$ cat src/pkg/uart_irq_consts.vh
// register offsets, field positions, reset values and timing counts
// assumes an apb slave with one aligned 32-bit word per register
`ifndef UART_IRQ_CONSTS_VH
`define UART_IRQ_CONSTS_VH
`define OFS_RX_HOLD 8'h00
`define OFS_TX_HOLD 8'h04
`define OFS_MASK 8'h08
`define OFS_SOURCE 8'h0c
`define OFS_QCTRL 8'h10
`define OFS_LINE 8'h14
`define OFS_HSIN 8'h18
`define OFS_EFC 8'h1c
`define OFS_CFG 8'h20
`define OFS_LEVEL 8'h24
`define MASK_RESET 8'h00
`define QCTRL_RESET 8'h00
`define EFC_RESET 8'h00
`define CFG_RESET 32'h0000_0101
`define EFC_ENH_BIT 4
`define EFC_AUTORTS_BIT 6
`define EFC_AUTOCTS_BIT 7
`define CFG_TXTRIG_LSB 8
`define CFG_RXTRIG_LSB 0
`define CFG_HALFDUP_BIT 16
`define CFG_BITTIME_LSB 24
`define QC_ENABLE 0
`define QC_RXRST 1
`define QC_TXRST 2
`define CODE_LINE 6'h06
`define CODE_TIMEOUT 6'h0c
`define CODE_RECEIVE_READY_EVENT 6'h04
`define CODE_TRANSMIT_READY_EVENT 6'h02
`define CODE_MODEM 6'h00
`define CODE_STOPCH 6'h10
`define CODE_HSHAKE 6'h20
`define CODE_NONE 6'h01
`define FIFO_DEPTH 128
`define CHAR_BITS 10
`define TIMEOUT_CHARS 4
`define TIMEOUT_EXTRA_BITS 12
`define TIMEOUT_BITS (`TIMEOUT_CHARS * `CHAR_BITS + `TIMEOUT_EXTRA_BITS)
`endif

$ cat src/core/uart_irq_ctrl.v
// interrupt enable, prioritised source code and queue control of a uart
// assumes an apb master on the sys clock; the receive/transmit shifters
// report events on single-cycle strobes synchronous to SYS_CLK
//
// Decided for this implementation: the register addresses and register access over APB.
`timescale 1ns/1ns
`default_nettype none
`include "uart_irq_consts.vh"

// How it works
// - rx trigger reached raises receive interrupt
// - data ready set on push, cleared empty
// - line flags update even with enables zero
// - line flags: ready, overrun, errors, empties
// - mask bit0 gates receive ready
// - mask bit1 gates transmit ready, immediate
// - tx ready cleared by source read, write
// - half duplex: tx ready on shifter empty
// - mask bit2 gates line error interrupt
// - line read clears interrupt and overrun, keeps error flags
// - mask bit3 gates modem interrupt
// - timeout four chars plus twelve bits
// - mask bits 4-7 need enhanced enable
// - cts/rts rising edge raises handshake interrupt
// - stop/special character interrupt and clears
// - shown source held while pending, then highest pending shown
// - seven priority codes in bits 5:0
// - bit0 high when nothing pending
// - bits 7:6 show queue enable
// - queue writes need enable bit set
// - rx queue reset self-clears
// - tx queue reset self-clears
module uart_irq_ctrl
(
	input wire SYS_CLK,
	input wire RST_N,
	input wire CLK_EN,
	input wire PSEL,
	input wire PENABLE,
	input wire PWRITE,
	input wire [7:0] PADDR,
	input wire [31:0] PWDATA,
	output reg [31:0] PRDATA,
	output reg PREADY,
	output reg PSLVERR,
	input wire RX_PUSH,
	input wire [7:0] RX_CHAR,
	input wire [2:0] RX_ERR,
	input wire TX_SHIFT_POP,
	input wire TX_SHIFT_EMPTY,
	input wire [3:0] MODEM_DELTA,
	input wire STOP_CHAR_SEEN,
	input wire RESUME_CHAR_SEEN,
	input wire SPECIAL_CHAR_SEEN,
	input wire CTS_RISE,
	input wire RTS_RISE,
	output reg IRQ,
	output reg [7:0] TX_CHAR,
	output reg TX_VALID,
	output reg SLEEP_EN
);

////////////////////////////////////////////////////////////////////////
// state
reg [7:0] interrupt_mask;
reg [7:0] enhanced_function_control;
reg [31:0] cfg;
reg fifo_on;
reg [7:0] rx_data [0:`FIFO_DEPTH-1];
reg [2:0] rx_tag [0:`FIFO_DEPTH-1];
reg [6:0] rx_rd;
reg [6:0] rx_wr;
reg [7:0] rx_cnt;
reg [7:0] tx_data [0:`FIFO_DEPTH-1];
reg [6:0] tx_rd;
reg [6:0] tx_wr;
reg [7:0] tx_cnt;
reg overrun;
reg [7:0] err_cnt;
reg line_pend;
reg tx_pend;
reg modem_pend;
reg stop_pend;
reg special_pend;
reg hs_pend;
reg [3:0] modem_flags;
reg [15:0] bit_div;
reg [5:0] idle_bits;
reg timeout_pend;
reg [5:0] src_code;
reg tx_below_last;

////////////////////////////////////////////////////////////////////////
// apb decode
wire acc = PSEL & PENABLE & CLK_EN;
wire wr = acc & PWRITE;
wire rd = acc & ~PWRITE;
wire rd_rx = rd & (PADDR == `OFS_RX_HOLD);
wire wr_tx = wr & (PADDR == `OFS_TX_HOLD);
wire rd_src = rd & (PADDR == `OFS_SOURCE);
wire rd_line = rd & (PADDR == `OFS_LINE);
wire rd_hs = rd & (PADDR == `OFS_HSIN);
wire wr_q = wr & (PADDR == `OFS_QCTRL);
wire q_ok = wr_q & PWDATA[`QC_ENABLE];
wire rx_flush = q_ok & PWDATA[`QC_RXRST];
wire tx_flush = q_ok & PWDATA[`QC_TXRST];
wire mapped = (PADDR <= `OFS_LEVEL) && (PADDR[1:0] == 2'b00);

// queue capacity, trigger levels and pops
wire [7:0] cap = fifo_on ? 8'h80 : 8'h01;
wire [7:0] rx_trig = fifo_on ? cfg[`CFG_RXTRIG_LSB+:8] : 8'h01;
wire [7:0] tx_trig = fifo_on ? cfg[`CFG_TXTRIG_LSB+:8] : 8'h01;
wire rx_pop = rd_rx && (rx_cnt != 8'h00);
wire rx_in = RX_PUSH && (rx_cnt != cap) && !rx_flush;
wire tx_pop = TX_SHIFT_POP && (tx_cnt != 8'h00) && !tx_flush;
wire tx_in = wr_tx && (tx_cnt != cap);
wire [2:0] head_tag = rx_tag[rx_rd];
wire head_err = (rx_cnt != 8'h00) && (head_tag != 3'b000);

// line flags: bits 2-4 are the head byte's error tag
wire [7:0] line_flags = {(err_cnt != 8'h00),
	(tx_cnt == 8'h00) && TX_SHIFT_EMPTY, (tx_cnt == 8'h00),
	(head_err ? head_tag : 3'b000), overrun, (rx_cnt != 8'h00)};

// raw level conditions
wire rx_level = (rx_cnt >= rx_trig) && (rx_cnt != 8'h00);
wire tx_low = cfg[`CFG_HALFDUP_BIT] ? ((tx_cnt == 8'h00) && TX_SHIFT_EMPTY)
	: (tx_cnt < tx_trig);

////////////////////////////////////////////////////////////////////////
// register writes
always @(posedge SYS_CLK or negedge RST_N)
begin
	if (!RST_N)
	begin
		interrupt_mask <= `MASK_RESET;
		enhanced_function_control <= `EFC_RESET;
		cfg <= `CFG_RESET;
		fifo_on <= 1'b0;
	end
	else if (CLK_EN)
	begin
		if (wr && PADDR == `OFS_MASK)
		begin
			interrupt_mask[3:0] <= PWDATA[3:0];
			if (enhanced_function_control[`EFC_ENH_BIT])
				interrupt_mask[7:4] <= PWDATA[7:4];
		end
		if (wr && PADDR == `OFS_EFC)
			enhanced_function_control <= PWDATA[7:0];
		if (wr && PADDR == `OFS_CFG)
			cfg <= PWDATA;
		if (wr_q)
			fifo_on <= PWDATA[`QC_ENABLE];
	end
end

////////////////////////////////////////////////////////////////////////
// receive queue with per-byte error tags
always @(posedge SYS_CLK or negedge RST_N)
begin
	if (!RST_N)
	begin
		rx_rd <= 7'h00;
		rx_wr <= 7'h00;
		rx_cnt <= 8'h00;
		err_cnt <= 8'h00;
		overrun <= 1'b0;
	end
	else if (CLK_EN)
	begin
		if (rx_flush)
		begin
			rx_rd <= 7'h00;
			rx_wr <= 7'h00;
			rx_cnt <= 8'h00;
			err_cnt <= 8'h00;
		end
		else
		begin
			if (rx_in)
			begin
				rx_data[rx_wr] <= RX_CHAR;
				rx_tag[rx_wr] <= RX_ERR;
				rx_wr <= rx_wr + 7'h01;
			end
			if (rx_pop)
				rx_rd <= rx_rd + 7'h01;
			rx_cnt <= rx_cnt + {7'h00, rx_in} - {7'h00, rx_pop};
			err_cnt <= err_cnt + {7'h00, rx_in && RX_ERR != 3'b000}
				- {7'h00, rx_pop && head_err};
		end
		// overrun set wins over the read that clears it
		if (RX_PUSH && rx_cnt == cap)
			overrun <= 1'b1;
		else if (rd_line)
			overrun <= 1'b0;
	end
end

////////////////////////////////////////////////////////////////////////
// transmit queue
always @(posedge SYS_CLK or negedge RST_N)
begin
	if (!RST_N)
	begin
		tx_rd <= 7'h00;
		tx_wr <= 7'h00;
		tx_cnt <= 8'h00;
		TX_CHAR <= 8'h00;
		TX_VALID <= 1'b0;
	end
	else if (CLK_EN)
	begin
		if (tx_flush)
		begin
			tx_rd <= 7'h00;
			tx_wr <= 7'h00;
			tx_cnt <= 8'h00;
		end
		else
		begin
			if (tx_in)
			begin
				tx_data[tx_wr] <= PWDATA[7:0];
				tx_wr <= tx_wr + 7'h01;
			end
			if (tx_pop)
				tx_rd <= tx_rd + 7'h01;
			tx_cnt <= tx_cnt + {7'h00, tx_in} - {7'h00, tx_pop};
		end
		TX_CHAR <= tx_data[tx_rd];
		TX_VALID <= (tx_cnt != 8'h00) && !tx_flush && !tx_pop;
	end
end

////////////////////////////////////////////////////////////////////////
// sticky event sources; every set wins over its clear
always @(posedge SYS_CLK or negedge RST_N)
begin
	if (!RST_N)
	begin
		line_pend <= 1'b0;
		tx_pend <= 1'b0;
		modem_pend <= 1'b0;
		stop_pend <= 1'b0;
		special_pend <= 1'b0;
		hs_pend <= 1'b0;
		modem_flags <= 4'h0;
		tx_below_last <= 1'b1;
	end
	else if (CLK_EN)
	begin
		tx_below_last <= tx_low;
		// overrun now, data errors when the bad byte is read
		if ((RX_PUSH && rx_cnt == cap) || (rx_pop && head_err))
			line_pend <= 1'b1;
		else if (rd_line)
			line_pend <= 1'b0;
		if ((tx_low && !tx_below_last) ||
			(wr && PADDR == `OFS_MASK && PWDATA[1] &&
			!interrupt_mask[1] && tx_low))
			tx_pend <= 1'b1;
		else if (rd_src || wr_tx)
			tx_pend <= 1'b0;
		if (MODEM_DELTA != 4'h0)
			modem_flags <= modem_flags | MODEM_DELTA;
		else if (rd_hs)
			modem_flags <= 4'h0;
		if (MODEM_DELTA != 4'h0)
			modem_pend <= 1'b1;
		else if (rd_hs)
			modem_pend <= 1'b0;
		if (STOP_CHAR_SEEN)
			stop_pend <= 1'b1;
		else if (rd_src || RESUME_CHAR_SEEN)
			stop_pend <= 1'b0;
		if (SPECIAL_CHAR_SEEN)
			special_pend <= 1'b1;
		else if (rd_src || RX_PUSH)
			special_pend <= 1'b0;
		if ((CTS_RISE && enhanced_function_control[`EFC_AUTOCTS_BIT]) ||
			(RTS_RISE && enhanced_function_control[`EFC_AUTORTS_BIT]))
			hs_pend <= 1'b1;
		else if (rd_hs)
			hs_pend <= 1'b0;
	end
end

////////////////////////////////////////////////////////////////////////
// receive timeout: idle bit times with data waiting
always @(posedge SYS_CLK or negedge RST_N)
begin
	if (!RST_N)
	begin
		bit_div <= 16'h0000;
		idle_bits <= 6'h00;
		timeout_pend <= 1'b0;
	end
	else if (CLK_EN)
	begin
		if (RX_PUSH || rx_pop || rx_cnt == 8'h00)
		begin
			bit_div <= 16'h0000;
			idle_bits <= 6'h00;
		end
		else if (bit_div >= {cfg[31:`CFG_BITTIME_LSB], 8'h00})
		begin
			bit_div <= 16'h0000;
			if (idle_bits != 6'h3f)
				idle_bits <= idle_bits + 6'h01;
		end
		else
			bit_div <= bit_div + 16'h0001;
		if (idle_bits == `TIMEOUT_BITS && rx_cnt != 8'h00)
			timeout_pend <= 1'b1;
		else if (rx_cnt == 8'h00)
			timeout_pend <= 1'b0;
	end
end

////////////////////////////////////////////////////////////////////////
// priority encoder, held while a source is being serviced
wire [6:0] act = {hs_pend & interrupt_mask[6] | hs_pend & interrupt_mask[7],
	(stop_pend | special_pend) & interrupt_mask[5],
	modem_pend & interrupt_mask[3],
	tx_pend & interrupt_mask[1],
	rx_level & interrupt_mask[0],
	timeout_pend & interrupt_mask[0],
	line_pend & interrupt_mask[2]};
reg [5:0] next_code;
always @*
begin
	next_code = `CODE_NONE;
	if (act[0])
		next_code = `CODE_LINE;
	else if (act[1])
		next_code = `CODE_TIMEOUT;
	else if (act[2])
		next_code = `CODE_RECEIVE_READY_EVENT;
	else if (act[3])
		next_code = `CODE_TRANSMIT_READY_EVENT;
	else if (act[4])
		next_code = `CODE_MODEM;
	else if (act[5])
		next_code = `CODE_STOPCH;
	else if (act[6])
		next_code = `CODE_HSHAKE;
end

// the shown source stays until it is no longer pending
wire cur_live = (src_code == `CODE_LINE) ? act[0] :
	(src_code == `CODE_TIMEOUT) ? act[1] :
	(src_code == `CODE_RECEIVE_READY_EVENT) ? act[2] :
	(src_code == `CODE_TRANSMIT_READY_EVENT) ? act[3] :
	(src_code == `CODE_MODEM) ? act[4] :
	(src_code == `CODE_STOPCH) ? act[5] :
	(src_code == `CODE_HSHAKE) ? act[6] : 1'b0;

always @(posedge SYS_CLK or negedge RST_N)
begin
	if (!RST_N)
	begin
		src_code <= `CODE_NONE;
		IRQ <= 1'b0;
		SLEEP_EN <= 1'b0;
	end
	else if (CLK_EN)
	begin
		if (!cur_live)
			src_code <= next_code;
		IRQ <= (act != 7'h00);
		SLEEP_EN <= interrupt_mask[4];
	end
end

////////////////////////////////////////////////////////////////////////
// apb read data and response
reg [31:0] next_rdata;
always @*
begin
	next_rdata = 32'h0000_0000;
	case (PADDR)
		`OFS_RX_HOLD: next_rdata = {24'h0, rx_data[rx_rd]};
		`OFS_MASK: next_rdata = {24'h0, interrupt_mask};
		`OFS_SOURCE: next_rdata = {24'h0, {2{fifo_on}}, src_code};
		`OFS_LINE: next_rdata = {24'h0, line_flags};
		`OFS_HSIN: next_rdata = {24'h0, 4'h0, modem_flags};
		`OFS_EFC: next_rdata = {24'h0, enhanced_function_control};
		`OFS_CFG: next_rdata = cfg;
		`OFS_LEVEL: next_rdata = {8'h0, tx_cnt, 8'h0, rx_cnt};
		default: next_rdata = 32'h0000_0000;
	endcase
end

always @(posedge SYS_CLK or negedge RST_N)
begin
	if (!RST_N)
	begin
		PRDATA <= 32'h0000_0000;
		PREADY <= 1'b0;
		PSLVERR <= 1'b0;
	end
	else if (CLK_EN)
	begin
		PREADY <= PSEL & ~PENABLE;
		PSLVERR <= PSEL & ~PENABLE & ~mapped;
		if (PSEL & ~PENABLE & ~PWRITE)
			PRDATA <= next_rdata;
	end
end

endmodule // uart_irq_ctrl
`default_nettype wire

$ cat config.mk
export PLATFORM = sky130hd
export DESIGN_NAME = uart_irq_ctrl
export DESIGN_NICKNAME = d
export VERILOG_FILES = /design/src/core/uart_irq_ctrl.v
export VERILOG_INCLUDE_DIRS = /design/src /design/src/pkg
export SDC_FILE = /design/constraint.sdc
export NUM_CORES = 2
export LEC_CHECK = 0
export ABC_AREA = 1
export BUFFER_PORTS_ARGS = -buffer_cell sky130_fd_sc_hd__buf_4
export CAP_MARGIN = 5
export CORE_MARGIN = 2
export CORE_UTILIZATION = 45
export CTS_CLUSTER_DIAMETER = 80
export DETAILED_ROUTE_END_ITERATION = 7
export PLACE_DENSITY = 0.63
export SLEW_MARGIN = 30
export SYNTH_ARGS = -nofsm -noshare
export SYNTH_HDL_FRONTEND = slang
export SYNTH_SLANG_ARGS = --single-unit
$ cat constraint.sdc
create_clock -name SYS_CLK -period 4.74 [get_ports SYS_CLK]
set_clock_uncertainty 0.05 [all_clocks]
set_input_delay 0.474 -clock SYS_CLK [delete_from_list [all_inputs] [get_ports SYS_CLK]]
set_output_delay 0.474 -clock SYS_CLK [all_outputs]
set_load 0.01 [all_outputs]
==> flow_metrics.tcl <==
set metrics [dict create \
    status "complete, no violations" \
    crit_family "simple AND/OR/NAND/NOR gates" \
    ys_warn_count 0 \
    syn_nets 9416 \
    rr_endpoint "err_cnt[7]" \
    synth_compound_gate_area_share 0.0841 \
    holdPathStages 1 \
    drt_iter0_markers 8748 \
    ant_nets 0 \
    synth.cell_area_sq_um 108000 \
    antenna_found_initial 2 \
    synth-simple-area-share 0.152 \
    crit_path_frequent_cell "nand2_1" \
    clk_pin_slew_worst_paths_ns 0.06 \
    place.gp.congestion 0.904 \
    htreeDepth 5 \
    synth_cell_types 56 \
    synth-xor-area-share 0.00178 \
    setup_violations 0 \
    synth-seq-cells 2619 \
    crit_path_start_kind "flop" \
    cts_made_buffers 284 \
    drive_gt1_frac 0.108 \
    synth-main-ff-cell "edfxtp_1" \
    grt_pass1_vias 71600 \
    fp.dieW_um 494 \
    finalPower_mw 56.3 \
    grt_max_degree 133 \
    holdPathEnd "rx_data[17][1]" \
    drc 0 \
    wl_per_cell_um 23.3 \
    drt_first_pass_iters 6 \
    finalNonFillerCells 13000 \
    final_area_sq_um 124000 \
    avgSynthCellArea_sq_um 11.7 \
    syn2layout_area_growth_pct 14.4 \
    fillers 20400 \
    cap_viol_max_count 0 \
    ios 114 \
    hold_violations 0 \
    fin_crit_ns 4.50 \
    crit_type "reg -> reg" \
    portBuffers 113 \
    max_freq_mhz 222 \
    cp_slowest_cell "dfrtp_4" \
    netlist_instances 9280 \
    r2r-start "rx_rd[0]" \
    power_density_nw_per_um2 455 \
    dp_hpwl_um 185000 \
    cts.sinks 2619 \
    end_kind "flop" \
    core_area_sq_um 240000 \
    ys_seq_area_frac 0.718 \
    path_max_fanout 25 \
    via_count 74000 \
    max_slew_margin 0.329 \
    grtUsageTotal 0.243 \
    slowest_delay_ns 0.59 \
    die_h_um 494 \
    dp.cells 12500 \
    initial_core_util 0.451 \
    synth_top_family_by_area "simple AND/OR/NAND/NOR gates" \
    fin_nets 9777 \
    muxShareOfSynthArea 0.00156 \
    required_ns 5.41 \
    dieArea_sq_um 244000 \
    grt_pass1_wl_um 452000 \
    startpoint "rx_rd[0]" \
    rrSetupSlack_ns 0.24 \
    hold_start "RX_CHAR[1]" \
    ir_worst_vdd_mv 0.387 \
    cts_tree "done" \
    clockRootBuffer "clkbuf_16" \
    hold_ws_ns 0.0423 \
    p_leak_nw 43.9 \
    rr_worst_depth 28 \
    synthAdderAreaFrac 0.00795 \
    drt-total-wl_um 303000 \
    rsz0062_at_grt "yes" \
    worst-path-buf-inv 5 \
    grt.overflow.total 0 \
    post_dp_cell_area_sq_um 115000 \
    cts_max_path_buffers 4 \
    vias_per_cell 5.68 \
    worst_ep_arrival_time_ns 5.17 \
    synth_edf_count 2432 \
    rows 180 \
    worstSkewPairLatency_ns 0.94 \
    worst_slew_pin_slew_ns 1.01 \
    hp-class "in -> reg" \
    drv_slew 0 \
    async_flop_share 0.0714 \
    fin_crit_sh 0.950 \
]
## worst reg2reg max path, delay by kind of cell, from the launching register on
kind                     cells  cell delay [ns]
AO/OA/AOI/OAI                5             0.71
adder cells (fa/ha/maj)      2             0.47
buffers and inverters        5             0.70
flip-flops                   1             0.59
AND/OR/NAND/NOR             16             1.79
## cell usage in the layout, fill, tap and decap left out, types with 52 or more instances in the layout
| cell type | n |
|---|---|
| o22ai_1 | 180 |
| clkbuf_1 | 68 |
| ha_1 | 64 |
| nor2_1 | 1692 |
| a21oi_1 | 161 |
| clkinv_1 | 53 |
| inv_1 | 298 |
| dfrtp_1 | 177 |
| dlygate4sd3_1 | 52 |
| o21ai_0 | 1041 |
| clkbuf_16 | 294 |
| nand2_1 | 1520 |
| nand3_1 | 675 |
| o211ai_1 | 162 |
| buf_4 | 530 |
| edfxtp_1 | 2432 |
## routing by layer
| metal | global-route usage | vias to the layer above | part of all wire |
|---|---|---|---|
| li1 | - | 33500 | - |
| met1 | 0.331 | 36600 | 0.41 |
| met2 | 0.389 | 3249 | 0.47 |
| met3 | 0.0381 | 620 | 0.078 |
| met4 | 0.0990 | 4 | 0.042 |
| met5 | 0 | - | 0.000092 |
## report_power, final
group	switching, mW	leakage (nW)	internal (mW)	total [mW]
logic	6.57	15.5	2.77	9.35
registers	0.392	24.2	25.5	25.9
clock network	8.71	4.25	12.3	21.0
total	15.7	43.9	40.6	56.3
## per-stage QoR
step,utilization,setup TNS (ns),setup slack [ns]
3_5_place_dp,0.478,0,0.314
2_1_floorplan,-,0,1.23
6_report,0.516,0,0.238
3_3_place_gp,0.478,0,0.321
4_1_cts,0.516,0,0.188
5_1_grt,0.516,-0.0215,-0.0158
## area by class of cell
| type | instances | area, sq um | area share |
|---|---|---|---|
| flip-flops and latches | 2619 | 77700 | 0.628 |
| multi-input cells | 5782 | 26800 | 0.216 |
| clock buffers | 369 | 7700 | 0.0622 |
| repair buffers | 628 | 5400 | 0.0436 |
| well taps | 3185 | 3990 | 0.0322 |
| inverters | 326 | 1260 | 0.0102 |
| clock inverters | 115 | 980 | 0.00791 |
| diodes | 3 | 7.51 | 0.0000606 |
## cell families (layout without fill, tap and decap cells)
| logic type | after synthesis | count (layout) |
|---|---|---|
| xor+xnor | 22 | 22 |
| flops | 2619 | 2619 |
| other cells | 0 | 3 |
| compound gates | 1643 | 1643 |
| fa+ha+maj | 67 | 67 |
| buf+inv | 879 | 1438 |
| mux | 15 | 15 |
| simple gates | 4035 | 4035 |
## worst max-delay path by stage
stage / to / slack, ns / cells after the start
floorplan: err_cnt[6] / 1.23 / 28
global placement: err_cnt[6] / 0.32 / 26
detailed placement: err_cnt[6] / 0.31 / 26
CTS: err_cnt[6] / 0.19 / 26
global route: err_cnt[7] / -0.02 / 30
finish: err_cnt[7] / 0.24 / 28
## cells in the mapped netlist, types with 5 or more instances
library cell	count	area, sq um
nor2_4	5	56.3
o221ai_1	35	307
clkinv_1	5	18.8
nand2_1	1520	5710
clkbuf_1	248	931
or2_2	21	131
nor2_2	6	37.5
dfrtp_1	183	4580
o22ai_1	180	1130
o31ai_1	9	67.6
nand4_1	26	163
xnor2_1	9	78.8
nor2_1	1701	6380
ha_1	64	801
o21ai_1	26	130
buf_2	227	1140
edfxtp_1	2432	73000
buf_4	34	255
buf_6	6	67.6
inv_2	16	60.1
a22o_1	7	61.3
a31oi_1	7	43.8
nand3_1	675	3380
and3_1	8	50.1
o21ai_0	1041	5210
inv_1	304	1140
nand3_2	12	120
buf_1	37	139
mux2_2	15	169
o211ai_1	162	1220
xor2_1	13	114
a21oi_1	161	806
nor3_1	39	195
## registers in the layout, summed over array words and instances (netlist names), 8 cells and up
signal and count:
bit_div 16, rx_tag 384, tx_cnt 8, PRDATA 32
TX_CHAR 8, tx_data 1024, err_cnt 8, cfg 32
rx_cnt 8, rx_data 1024, enhanced_function_control 8, interrupt_mask 8
## repair_timing
item                       in CTS  in global routing
setup endpoints to repair       0                  2
buffers inserted                0                  3
hold buffers                   53                  0
resized for setup               0                  2
hold endpoints to repair      124                  0
Power figures use the tool's default switching activity.
